`src/verilog/tuin_pkg.sv`:
```
// constants and types shared by the translation-unit interrupt notifier
//
// Behaviour
// - a message interrupt is one 32-bit write of payload to destination
// - wired outputs, message writes, or both exist; never neither
// - read-only capability flag per security state shows message support
// - enabled source trigger pulses its own wired output when wired exist
// - triggers are edge events; no software-clearable pending state
// - global error register update visible no later than its interrupt
// - queue index readable no later than interrupt announcing new entries
// - sync consumption visible in index register no later than interrupt
// - each message source holds its own memory type and shareability
// - device or non-cacheable memory type forces outer shareable
// - secure sources write with ns at 0, non-secure with ns at 1
// - own writes carry fixed device id; client stream ids pass unchanged
// - write built from address, payload, shareability, type and enable
// - repeated events may merge without noticeable delay
// - without message support only the enable bit is used
// - disabling a source completes its earlier message writes first
// - sync waits for message writes from earlier syncs of its queue
// - write completes on response; abort sets the message abort flag
// - after re-enable messages use the newly programmed configuration
// - event queue interrupts fire on empty to non-empty transition
// - sync may request interrupt; address and payload come from command
// - global error interrupts fire when a new error becomes active
// - write sent only if enabled, supported and address nonzero
package tuin_pkg;
  // ==========================================================
  // sources: index bit 0 is the secure state, index>>1 the kind
  localparam int NSRC      = 6;
  localparam int K_EVTQ    = 0;
  localparam int K_SYNC    = 1;
  localparam int K_GERR    = 2;
  localparam int NKIND     = 3;
  localparam int DEVID_W   = 16;
  // ==========================================================
  // register offsets (byte addresses)
  localparam logic [7:0] OFF_CAP        = 8'h00;
  localparam logic [7:0] OFF_SCAP       = 8'h04;
  localparam logic [7:0] OFF_CTRL       = 8'h08;
  localparam logic [7:0] OFF_CTRL_ACK   = 8'h0c;
  localparam logic [7:0] OFF_SCTRL      = 8'h10;
  localparam logic [7:0] OFF_SCTRL_ACK  = 8'h14;
  localparam logic [7:0] OFF_GERR       = 8'h18;
  localparam logic [7:0] OFF_SGERR      = 8'h1c;
  localparam logic [7:0] OFF_EVTQ_PROD  = 8'h20;
  localparam logic [7:0] OFF_SEVTQ_PROD = 8'h24;
  localparam logic [7:0] OFF_CMDQ_CONS  = 8'h28;
  localparam logic [7:0] OFF_SCMDQ_CONS = 8'h2c;
  localparam logic [7:0] OFF_MSI_BASE   = 8'h40;
  localparam logic [1:0] SUB_ADDR       = 2'h0;
  localparam logic [1:0] SUB_DATA       = 2'h1;
  localparam logic [1:0] SUB_ATTR       = 2'h2;
  // ==========================================================
  // field positions
  localparam int CAP_MSI_BIT    = 0;
  localparam int CAP_WIRED_BIT  = 1;
  localparam int CAP_COH_ACC_BIT = 2;
  localparam int CAP_SECURE_BIT = 3;
  localparam int GERR_EXT_W     = 4;
  localparam int GERR_ABT_LSB   = 4;
  localparam int GERR_W         = 7;
  localparam int ATTR_SH_LSB    = 8;
  localparam logic [7:0] MT_NORMAL_NC = 8'h44;
  localparam logic [1:0] SH_OSH       = 2'h2;
  localparam logic [31:0] RST_WORD    = 32'h0000_0000;
  // ==========================================================
  // types
  typedef struct packed {
    logic [31:0] addr;
    logic [31:0] data;
    logic [7:0]  memtype;
    logic [1:0]  sh;
  } tuin_msi_cfg_t;

  typedef struct packed {
    logic [31:0]        addr;
    logic [31:0]        data;
    logic [7:0]         memtype;
    logic [1:0]         sh;
    logic               ns;
    logic [DEVID_W-1:0] devid;
  } tuin_msi_req_t;

  typedef enum logic [1:0] {ST_IDLE, ST_REQ, ST_WAIT} tuin_state_t;
endpackage
```
`src/verilog/tuin_notifier.sv`:
```
// interrupt and message notifier of the translation unit
//
// The register offsets and the strobed register port were chosen for this implementation.
`timescale 1ns/10ps
`default_nettype none
module tuin_notifier #(
  parameter bit                HAS_WIRED  = 1'b1,
  parameter bit                HAS_MSI_NS = 1'b1,
  parameter bit                HAS_MSI_S  = 1'b1,
  parameter bit                HAS_SECURE = 1'b1,
  parameter bit                HAS_COH_ACC = 1'b0,
  parameter int                IDXW       = 8,
  parameter int                SIDW       = 16,
  // arbitrary value, stands for the system-assigned device id
  parameter logic [15:0]       OWN_DEVID  = 16'h0a5a
) (
  // clock and reset
  input  wire logic                       sys_clk_i,
  input  wire logic                       resetn_i,
  // register port
  input  wire logic [7:0]                 reg_addr_i,
  input  wire logic [31:0]                reg_wdata_i,
  input  wire logic                       reg_we_i,
  input  wire logic                       reg_re_i,
  output logic      [31:0]                reg_rdata_o,
  // event queues, index 1 is secure
  input  wire logic [1:0][IDXW-1:0]       evtq_prod_i,
  input  wire logic [1:0][IDXW-1:0]       evtq_cons_i,
  // command queue sync completions
  input  wire logic [1:0]                 sync_done_i,
  input  wire logic [1:0]                 sync_irq_i,
  input  wire logic [1:0][31:0]           sync_addr_i,
  input  wire logic [1:0][31:0]           sync_data_i,
  input  wire logic [1:0][IDXW-1:0]       cmdq_cons_i,
  output logic      [1:0]                 sync_ready_o,
  // global error sources
  input  wire logic [1:0][3:0]            gerr_set_i,
  // wired interrupt pulses, one per source
  output logic      [5:0]                 irq_pulse_o,
  // outgoing message write bus
  output logic                            msi_valid_o,
  output tuin_pkg::tuin_msi_req_t         msi_req_o,
  input  wire logic                       msi_ready_i,
  input  wire logic                       msi_resp_valid_i,
  input  wire logic                       msi_resp_abort_i,
  // client stream id pass-through
  input  wire logic [SIDW-1:0]            client_sid_i,
  output logic      [SIDW-1:0]            client_sid_o
);
  // ==========================================================
  // elaboration checks
  if (!(HAS_WIRED || HAS_MSI_NS || HAS_MSI_S)) begin : g_chk_mech
    $error("no interrupt mechanism configured");
  end
  if (IDXW < 1 || IDXW > 32 || SIDW < 1) begin : g_chk_width
    $error("unsupported index or stream id width");
  end

  // ==========================================================
  // functions
  function automatic logic [2:0] first_set(input logic [5:0] v);
    logic [2:0] r;
    r = 3'h0;
    for (int i = tuin_pkg::NSRC - 1; i >= 0; i--) begin
      if (v[i]) begin
        r = 3'(i);
      end
    end
    return r;
  endfunction

  function automatic logic [1:0] eff_sh(input logic [7:0] mt,
                                        input logic [1:0] sh);
    if (mt[7:4] == 4'h0 || mt == tuin_pkg::MT_NORMAL_NC) begin
      return tuin_pkg::SH_OSH;
    end
    return sh;
  endfunction

  function automatic logic msi_ok(input logic sec);
    return sec ? (HAS_MSI_S && HAS_SECURE) : HAS_MSI_NS;
  endfunction
  function automatic logic slot_hit(input logic [7:0] a);
    return 4'(a[7:4] - tuin_pkg::OFF_MSI_BASE[7:4]) < 4'(tuin_pkg::NSRC);
  endfunction

  // ==========================================================
  // state
  tuin_pkg::tuin_msi_cfg_t cfg_reg [tuin_pkg::NSRC];
  tuin_pkg::tuin_msi_cfg_t cfg_next [tuin_pkg::NSRC];
  logic [1:0][2:0]             ctrl_req_reg, ctrl_req_next;
  logic [1:0][2:0]             ctrl_eff_reg, ctrl_eff_next;
  logic [1:0][6:0]             gerr_reg, gerr_next;
  logic [1:0][IDXW-1:0]        evtq_prod_reg, evtq_prod_next;
  logic [1:0][IDXW-1:0]        evtq_cons_reg, evtq_cons_next;
  logic [1:0][IDXW-1:0]        cmdq_cons_reg, cmdq_cons_next;
  logic [5:0]                  pend_reg, pend_next;
  logic [5:0]                  pulse_reg, pulse_next;
  logic [5:0]                  defer_reg, defer_next;
  logic [1:0]                  ready_reg, ready_next;
  logic [31:0]                 rdata_reg, rdata_next;
  logic [SIDW-1:0]             sid_reg;
  tuin_pkg::tuin_state_t       state_reg, state_next;
  logic [2:0]                  cur_reg, cur_next;
  logic                        valid_reg, valid_next;
  tuin_pkg::tuin_msi_req_t     req_reg, req_next;
  // internal
  logic [5:0]                  trig, en_src;
  logic [5:0]                  msi_want, grant;
  logic [5:0]                  busy_src, busy_next;
  logic [1:0][2:0]             abt_set;

  // ==========================================================
  // message write engine
  always_comb begin
    logic [2:0] s;
    s          = first_set(pend_reg);
    state_next = state_reg;
    cur_next   = cur_reg;
    valid_next = valid_reg;
    req_next   = req_reg;
    grant      = 6'h00;
    abt_set    = '0;
    case (state_reg)
      tuin_pkg::ST_IDLE: begin
        if (|pend_reg) begin
          // merged triggers send one write with the current config
          grant[s]         = 1'b1;
          cur_next         = s;
          req_next.addr    = cfg_reg[s].addr;
          req_next.data    = cfg_reg[s].data;
          req_next.memtype = cfg_reg[s].memtype;
          req_next.sh      = eff_sh(cfg_reg[s].memtype, cfg_reg[s].sh);
          req_next.ns      = ~s[0];
          req_next.devid   = OWN_DEVID;
          valid_next       = (cfg_reg[s].addr != 32'h0);
          state_next       = valid_next ? tuin_pkg::ST_REQ : tuin_pkg::ST_IDLE;
        end
      end
      tuin_pkg::ST_REQ: begin
        if (msi_ready_i) begin
          valid_next = 1'b0;
          state_next = tuin_pkg::ST_WAIT;
        end
      end
      tuin_pkg::ST_WAIT: begin
        if (msi_resp_valid_i) begin
          // an aborted write completes only with its flag set
          if (msi_resp_abort_i) begin
            abt_set[cur_reg[0]][cur_reg[2:1]] = 1'b1;
          end
          state_next = tuin_pkg::ST_IDLE;
        end
      end
      default: begin
        state_next = tuin_pkg::ST_IDLE;
        valid_next = 1'b0;
      end
    endcase
  end

  always_ff @(posedge sys_clk_i or negedge resetn_i) begin
    if (!resetn_i) begin
      state_reg <= tuin_pkg::ST_IDLE;
      cur_reg   <= 3'h0;
      valid_reg <= 1'b0;
      req_reg   <= '0;
    end else begin
      state_reg <= state_next;
      cur_reg   <= cur_next;
      valid_reg <= valid_next;
      req_reg   <= req_next;
    end
  end

  // ==========================================================
  // triggers, enables, registers and read port
  always_comb begin
    logic [1:0][6:0] gset;
    logic [1:0][6:0] gclr;
    logic [5:0]      want;
    logic [2:0]      slot;
    for (int i = 0; i < tuin_pkg::NSRC; i++) begin
      cfg_next[i] = cfg_reg[i];
    end
    ctrl_req_next  = ctrl_req_reg;
    ctrl_eff_next  = ctrl_eff_reg;
    evtq_prod_next = evtq_prod_i;
    evtq_cons_next = evtq_cons_i;
    cmdq_cons_next = cmdq_cons_reg;
    rdata_next     = tuin_pkg::RST_WORD;
    trig           = 6'h00;
    gset           = '0;
    gclr           = '0;
    want           = 6'h00;
    slot           = 3'(reg_addr_i[7:4] - tuin_pkg::OFF_MSI_BASE[7:4]);
    for (int s = 0; s < tuin_pkg::NSRC; s++) begin
      busy_src[s] = pend_reg[s] ||
                    (state_reg != tuin_pkg::ST_IDLE && cur_reg == 3'(s));
      en_src[s]   = ctrl_eff_reg[s % 2][s / 2] && (s % 2 == 0 || HAS_SECURE);
    end
    for (int q = 0; q < 2; q++) begin
      // edge only: no pending state that software could clear
      trig[q] = (evtq_prod_reg[q] == evtq_cons_reg[q]) &&
                (evtq_prod_i[q] != evtq_cons_i[q]);
      if (sync_done_i[q]) begin
        cmdq_cons_next[q] = cmdq_cons_i[q];
        if (sync_irq_i[q]) begin
          trig[2 + q]          = 1'b1;
          cfg_next[2 + q].addr = sync_addr_i[q];
          cfg_next[2 + q].data = sync_data_i[q];
        end
      end
      gset[q] = {abt_set[q], gerr_set_i[q]};
    end
    // ---------- register writes
    if (reg_we_i) begin
      case (reg_addr_i)
        tuin_pkg::OFF_CTRL:  ctrl_req_next[0] = reg_wdata_i[2:0];
        tuin_pkg::OFF_SCTRL: begin
          if (HAS_SECURE) begin
            ctrl_req_next[1] = reg_wdata_i[2:0];
          end
        end
        tuin_pkg::OFF_GERR:  gclr[0] = reg_wdata_i[6:0];
        tuin_pkg::OFF_SGERR: gclr[1] = reg_wdata_i[6:0];
        default: begin
          if (slot_hit(reg_addr_i) && msi_ok(slot[0])) begin
            case (reg_addr_i[3:2])
              tuin_pkg::SUB_ADDR: begin
                if (slot[2:1] != 2'(tuin_pkg::K_SYNC)) begin
                  cfg_next[slot].addr = {reg_wdata_i[31:2], 2'h0};
                end
              end
              tuin_pkg::SUB_DATA: begin
                if (slot[2:1] != 2'(tuin_pkg::K_SYNC)) begin
                  cfg_next[slot].data = reg_wdata_i;
                end
              end
              tuin_pkg::SUB_ATTR: begin
                cfg_next[slot].memtype = reg_wdata_i[7:0];
                cfg_next[slot].sh      =
                  reg_wdata_i[tuin_pkg::ATTR_SH_LSB +: 2];
              end
              default: begin
              end
            endcase
          end
        end
      endcase
    end
    // ---------- global errors: set wins over clear
    for (int q = 0; q < 2; q++) begin
      gerr_next[q] = (gerr_reg[q] & ~gclr[q]) | gset[q];
      trig[4 + q]  = |(gset[q] & ~gerr_reg[q]);
    end
    if (!HAS_SECURE) begin
      trig[1]      = 1'b0;
      trig[3]      = 1'b0;
      trig[5]      = 1'b0;
      gerr_next[1] = 7'h00;
    end
    // ---------- message requests
    for (int s = 0; s < tuin_pkg::NSRC; s++) begin
      msi_want[s] = trig[s] && en_src[s] && msi_ok(s[0]) &&
                    (cfg_next[s].addr != 32'h0);
    end
    pend_next = (pend_reg & ~grant) | msi_want;
    // ---------- wired pulses, held back one cycle if back to back
    want       = (trig & en_src) | defer_reg;
    pulse_next = HAS_WIRED ? (want & ~pulse_reg) : 6'h00;
    defer_next = HAS_WIRED ? (want & pulse_reg) : 6'h00;
    // ---------- enable changes wait for that source to drain
    for (int s = 0; s < tuin_pkg::NSRC; s++) begin
      busy_next[s] = pend_next[s] ||
                     (state_next != tuin_pkg::ST_IDLE && cur_next == 3'(s));
      if (!busy_src[s] && !msi_want[s]) begin
        ctrl_eff_next[s % 2][s / 2] = ctrl_req_reg[s % 2][s / 2];
      end
    end
    for (int q = 0; q < 2; q++) begin
      ready_next[q] = !busy_next[2 + q];
    end
    // ---------- reads
    if (reg_re_i) begin
      case (reg_addr_i)
        tuin_pkg::OFF_CAP: begin
          rdata_next[tuin_pkg::CAP_MSI_BIT]    = HAS_MSI_NS;
          rdata_next[tuin_pkg::CAP_WIRED_BIT]  = HAS_WIRED;
          rdata_next[tuin_pkg::CAP_COH_ACC_BIT] = HAS_COH_ACC;
        end
        tuin_pkg::OFF_SCAP: begin
          rdata_next[tuin_pkg::CAP_MSI_BIT]    = msi_ok(1'b1);
          rdata_next[tuin_pkg::CAP_SECURE_BIT] = HAS_SECURE;
        end
        tuin_pkg::OFF_CTRL:       rdata_next[2:0] = ctrl_req_reg[0];
        tuin_pkg::OFF_CTRL_ACK:   rdata_next[2:0] = ctrl_eff_reg[0];
        tuin_pkg::OFF_SCTRL:      rdata_next[2:0] = ctrl_req_reg[1];
        tuin_pkg::OFF_SCTRL_ACK:  rdata_next[2:0] = ctrl_eff_reg[1];
        tuin_pkg::OFF_GERR:       rdata_next[6:0] = gerr_reg[0];
        tuin_pkg::OFF_SGERR:      rdata_next[6:0] = gerr_reg[1];
        tuin_pkg::OFF_EVTQ_PROD:  rdata_next[IDXW-1:0] = evtq_prod_reg[0];
        tuin_pkg::OFF_SEVTQ_PROD: rdata_next[IDXW-1:0] = evtq_prod_reg[1];
        tuin_pkg::OFF_CMDQ_CONS:  rdata_next[IDXW-1:0] = cmdq_cons_reg[0];
        tuin_pkg::OFF_SCMDQ_CONS: rdata_next[IDXW-1:0] = cmdq_cons_reg[1];
        default: begin
          if (slot_hit(reg_addr_i)) begin
            case (reg_addr_i[3:2])
              tuin_pkg::SUB_ADDR: rdata_next = cfg_reg[slot].addr;
              tuin_pkg::SUB_DATA: rdata_next = cfg_reg[slot].data;
              tuin_pkg::SUB_ATTR: begin
                rdata_next[7:0] = cfg_reg[slot].memtype;
                rdata_next[tuin_pkg::ATTR_SH_LSB +: 2] = cfg_reg[slot].sh;
              end
              default: rdata_next = tuin_pkg::RST_WORD;
            endcase
          end
        end
      endcase
    end
  end

  always_ff @(posedge sys_clk_i or negedge resetn_i) begin
    if (!resetn_i) begin
      for (int i = 0; i < tuin_pkg::NSRC; i++) begin
        cfg_reg[i] <= '0;
      end
      ctrl_req_reg  <= '0;
      ctrl_eff_reg  <= '0;
      gerr_reg      <= '0;
      evtq_prod_reg <= '0;
      evtq_cons_reg <= '0;
      cmdq_cons_reg <= '0;
      pend_reg      <= 6'h00;
      pulse_reg     <= 6'h00;
      defer_reg     <= 6'h00;
      ready_reg     <= 2'h3;
      rdata_reg     <= tuin_pkg::RST_WORD;
      sid_reg       <= '0;
    end else begin
      for (int i = 0; i < tuin_pkg::NSRC; i++) begin
        cfg_reg[i] <= cfg_next[i];
      end
      ctrl_req_reg  <= ctrl_req_next;
      ctrl_eff_reg  <= ctrl_eff_next;
      gerr_reg      <= gerr_next;
      evtq_prod_reg <= evtq_prod_next;
      evtq_cons_reg <= evtq_cons_next;
      cmdq_cons_reg <= cmdq_cons_next;
      pend_reg      <= pend_next;
      pulse_reg     <= pulse_next;
      defer_reg     <= defer_next;
      ready_reg     <= ready_next;
      rdata_reg     <= rdata_next;
      sid_reg       <= client_sid_i;
    end
  end

  // ==========================================================
  // outputs
  assign reg_rdata_o  = rdata_reg;
  assign irq_pulse_o  = pulse_reg;
  assign sync_ready_o = ready_reg;
  assign msi_valid_o  = valid_reg;
  assign msi_req_o    = req_reg;
  assign client_sid_o = sid_reg;
endmodule
`default_nettype wire

```
`config.mk`:
```
export PLATFORM = sky130hd
export DESIGN_NAME = tuin_notifier
export DESIGN_NICKNAME = d
export VERILOG_FILES = /design/src/verilog/tuin_pkg.sv /design/src/verilog/tuin_notifier.sv
export SDC_FILE = /design/constraint.sdc
export NUM_CORES = 2
export LEC_CHECK = 0
export ABC_AREA = 1
export BUFFER_PORTS_ARGS = -buffer_cell sky130_fd_sc_hd__buf_2
export CAP_MARGIN = 20
export CORE_MARGIN = 2
export CORE_UTILIZATION = 61
export CTS_BUF_LIST = sky130_fd_sc_hd__clkbuf_8
export DETAILED_ROUTE_END_ITERATION = 6
export PLACE_DENSITY = 0.8
export SLEW_MARGIN = 20
export SYNTH_ARGS = -nofsm -noshare
export SYNTH_HDL_FRONTEND = slang
export SYNTH_SLANG_ARGS = --single-unit
```
`constraint.sdc`:
```
create_clock -name sys_clk_i -period 2.9 [get_ports sys_clk_i]
set_clock_uncertainty 0.1 [all_clocks]
set_input_delay 0.145 -clock sys_clk_i [delete_from_list [all_inputs] [get_ports sys_clk_i]]
set_output_delay 0.145 -clock sys_clk_i [all_outputs]
set_load 0.01 [all_outputs]
```
==> impl_results.md, run 1 <==
* Status: did not finish
* Halt Stage: global routing (5_1_grt)
* Stop err: [ERROR GRT-0116] Global routing finished with congestion. Check the congestion regions in the DRC Viewer.
* Final Wtd Congestion at 1.14
* Placed cell count at 6,138
* Distinct cells, synth at 52
* Post-synth EDFFs at 0
* First-pass GRT wire length at 319 mm
* Chip height at 246 µm
* Count leader, synth: nand2_1
* Cts bufs inserted at 110
* Synth area leader: dfrtp_1
* Vias in the first global route at 48,871
* Setup WS pre-CTS at -200 ps
* Top cell type's share of synthesized area at 46.5%
* Buffers added on ports at 388
* Register area share after synthesis at 46.7%
* Top Ports at 399
* Synthesized area at 35,800 µm²
* GR Overflow Total at 1
* CTS max path bufs at 3
* Rows at 88
* Synth Instances at 4,817
* Die X at 246 µm
* Syn Area/Cell at 7.44 µm²
* CTS root buffer: clkbuf_8
* Final HPWL DP at 122 mm
* GRT Resource Usage Total at 72.2%
* Largest net degree at the start of global routing at 105
* Placement Cell Area at 41,900 µm²
* Ys async rst share at 100%
* Synth top area cells: dfrtp_1, o21ai_0, nand2_1, inv_1, a21oi_1
* Number of synthesized register bits at 668
* Synth warn at 0
* H-tree lvl count at 3
* Ys flop type: dfrtp_1
* Initial Util at 61.8%
* Setup bufs post-CTS at 0
* Top cells by count, synth: nand2_1, inv_1, o21ai_0
* Number of clock sinks seen by CTS at 668
-- cells by family after synthesis --
logic type               after synthesis  synth area share, %
adder cells (fa/ha/maj)                2               0.0699
flip-flops                           668                 46.7
XOR/XNOR                              21                0.514
buffers and inverters               1143                 12.3
multiplexers                           3               0.0838
AND/OR/NAND/NOR                     1548                 17.8
other                                  1               0.0105
AO/OA/AOI/OAI                       1431                 22.6
-- repair_timing --
item | in CTS
endpoints found under the hold margin | 1116
pin swaps | 1
gates resized for setup | 15
cloned | 2
hold buffers | 365
setup endpoints to repair | 5
-- layer usage --
layer	global-route usage, %	GRT overflow
met1	72.6	0
met2	91.2	0
met3	53.7	0
met4	71.9	1
met5	19.4	0
-- metrics by stage --
step                      hold WS (ps)  setup TNS, ps
after global placement             131           -671
after detailed placement           129          -1060
after CTS                         7.35              0
after floorplan                   -251              0
==> run 2, diff against run 1 <==
- CORE_UTILIZATION: 61 -> 40
- CTS_BUF_LIST: sky130_fd_sc_hd__clkbuf_8 -> unset
- PLACE_DENSITY: 0.8 -> unset
- PLACE_DENSITY_LB_ADDON: unset -> 0.15
==> run 2 against run 1 <==
Net effect:
- area after synthesis is the same
- the flow now finishes, with violations (negative setup slack)
- synthesized cell count is the same
==> impl_results.md, run 2 <==
* Status: finished with violations
* Failing checks: negative setup slack
* Switching pwr at 17,500 µW
* Top cells by count, synth: nand2_1, inv_1, o21ai_0
* Maxcap violations at 0
* Crit path buf inv count at 5
* Initial antenna violation count at 5
* Hold Slack at 33.9 ps
* Slew margin rel. at 28.9%
* Max stage delay on crit path at 390 ps
* First-pass GRT wire length at 254 mm
* Final Wtd Congestion at 1.06
* Chip height at 303 µm
* Vias at 39,537
* H-tree lvl count at 3
* Final HPWL DP at 131 mm
* WP depth at 17
* CTS root buffer: clkbuf_16
* CP max FO at 43
* Wire per inst at 25.0 µm
* Synth top area cells: dfrtp_1, o21ai_0, nand2_1, inv_1, a21oi_1
* Top delay family on crit path: simple AND/OR/NAND/NOR gates
* R2R cell count at 17
* Finish-stage setup viols at 2
* Largest net degree at the start of global routing at 103
* Hold Crit Depth at 2
* Crit. End Element: register
* CP Launch Type: register
* Distinct cells, synth at 52
* Remaining antenna violation count at 0
* Layout Nets at 6,108
* RSZ-0062 raised after global routing: true
* Commonest cells after routing, fill and taps aside: nand2_1, inv_1, o21ai_0
* Final min period at 2930 ps
* GRT Resource Usage Total at 38.0%
* Initial Util at 40.5%
* Crit-path slowest cell: dfrtp_1
* Worst path cell trace: buf_4 > buf_4 > o211ai_1 > inv_1 > buf_12 > o21ai_0 > a21oi_1 > buf_4 > a21oi_1 > nand2_1 > nor2_1 > nand2_1 > nor2_2 > nand2_2 > nand2_4 > nand3_4 > a21oi_4
* Logic pwr share at 44.7%
* Top cell type's share of synthesized area at 46.5%
* Vias in the first global route at 37,826
* Synth area leader: dfrtp_1
* DRT Pass-1 Iters at 6
* Syn Area/Cell at 7.44 µm²
* Buffers added on ports at 388
* Final worst slack at -32.1 ps
* Synthesized area at 35,800 µm²
* Worst vdd ir at 0.647 mV
* Number of synthesized register bits at 668
* Vias/cell at 5.58
* Final hold vios at 0
* WL final at 177 mm
* Max reg flops at 444
* Commonest non-fill, non-tap cell in the layout: nand2_1
* Pwr Density at 853 nW/µm²
* Ys async rst share at 100%
* Core area at 88,500 µm²
* Layout cells sized above 1 at 20.4%
* Synth warn at 0
* P&R area growth vs syn at 37.3%
* Die ar. at 92,000 µm²
* Final core utilization at 55.6%
* Critical Path RT at 3370 ps
* Die X at 303 µm
* Max Clk Rate at 341 MHz
* Most Frequent Cell on Critical Path: buf_4
* Clock-pin transition on the worst setup and hold timing paths at 60 ps
* Number of clock sinks seen by CTS at 668
* GR Overflow Total at 0
* Slew Viols, Final at 0
* Worst skew pair latency at 660 ps
* Register area share after synthesis at 46.7%
* CTS max path bufs at 3
* Rows at 109
* Int Pwr at 24,400 µW
* Post-synth EDFFs at 0
* Setup CP Type: reg -> reg
* Ys flop type: dfrtp_1
* Final period utilization at 101%
* Share of power burned in registers at 28.5%
* Pleak at 0.0236 µW
* First DRT Iteration DRCs at 4,687
* Cts bufs inserted at 81
* Count leader, synth: nand2_1
* Switching Fraction at 41.7%
* DRC at 0
* Synth Instances at 4,817
* Clk pwr share at 26.8%
* TritonCTS clock tree: yes
* Slew @ Worst Pin at 1070 ps
* HP Class: in -> reg
* WP data arrival at 3400 ps
* Top Ports at 399
run 2: cell counts after synthesis:
No cell type changed its count.
run 2: power groups by stage:
stage	clock network [µW]	logic (µW)	registers (µW)
after floorplan	0	7320	12000
after global placement	0	17000	12000
after detailed placement	0	17000	12100
after CTS	11300	17800	11900
after global routing	11700	19600	12100
final	11200	18700	11900
run 2: layout make-up:
| class | count | area, µm² |
|---|---|---|
| multi-input cells | 3015 | 15000 |
| inverters | 818 | 3080 |
| flip-flops and latches | 668 | 16700 |
| well taps | 1165 | 1460 |
| fillers | 8419 | 39300 |
| repair buffers | 1271 | 9990 |
| diodes | 4 | 10.0 |
| clock buffers | 112 | 2340 |
| clock inverters | 35 | 559 |
run 2: path summary, 6_finish.rpt:
| path | slack (ps) | end | startpoint |
|---|---|---|---|
| min in group asynchronous | 460 | cfg_reg[185] | resetn_i |
| worst min-delay path | 30 | client_sid_o[1] | client_sid_i[1] |
| worst max-delay path | -30 | sync_ready_o[1] | pend_reg[4] |
| worst max register to register | -30 | sync_ready_o[1] | pend_reg[4] |
| max in group asynchronous | 1250 | msi_req_o[60] | resetn_i |
| worst min register to register | 360 | irq_pulse_o[3] | irq_pulse_o[3] |
run 2: routing by layer:
layer | global-route usage, % | part of all wire [%] | up-vias
li1 | - | - | 17893
met1 | 48.5 | 39 | 18987
met2 | 57.9 | 44 | 2146
met3 | 6.08 | 8.3 | 505
met4 | 29.5 | 9.4 | 6
met5 | 0.828 | 0.077 | -
run 2: kinds of logic (layout without fill, tap and decap cells):
group                      count (synthesis)  in the layout  synth area share, %
AOI/OAI and AO/OA                       1431           1431                 22.6
and+or+nand+nor                         1548           1548                 17.8
muxes                                      3              3               0.0838
adders and majority gates                  2              2               0.0699
buffers and inverters                   1143           2236                 12.3
other                                      1             14               0.0105
DFF                                      668            668                 46.7
xor gates and xnor gates                  21             21                0.514
run 2: through the flow:
step           TNS [ps]  setup WS, ps  cell area [µm²]  instances  power [µW]
5_1_grt           -71.7         -41.9            49200       7084       43500
2_1_floorplan         0           480            35900       4826       19400
3_5_place_dp      -4620          -827            43000       6640       29100
6_report          -35.5         -32.1            49200       7088       41900
4_1_cts               0          10.4            49000       7076       41100
3_3_place_gp      -4850          -893            43000       6640       29000
run 2: timing repair:
action | in CTS | in global routing
hold buffers | 285 | 0
hold endpoints to repair | 863 | 0
buffers inserted | 4 | 7
gates resized for setup | 54 | 30
cloned | 0 | 2
pin swaps | 3 | 20
setup endpoints to repair | 7 | 7
(Power assumes the default switching activity.)
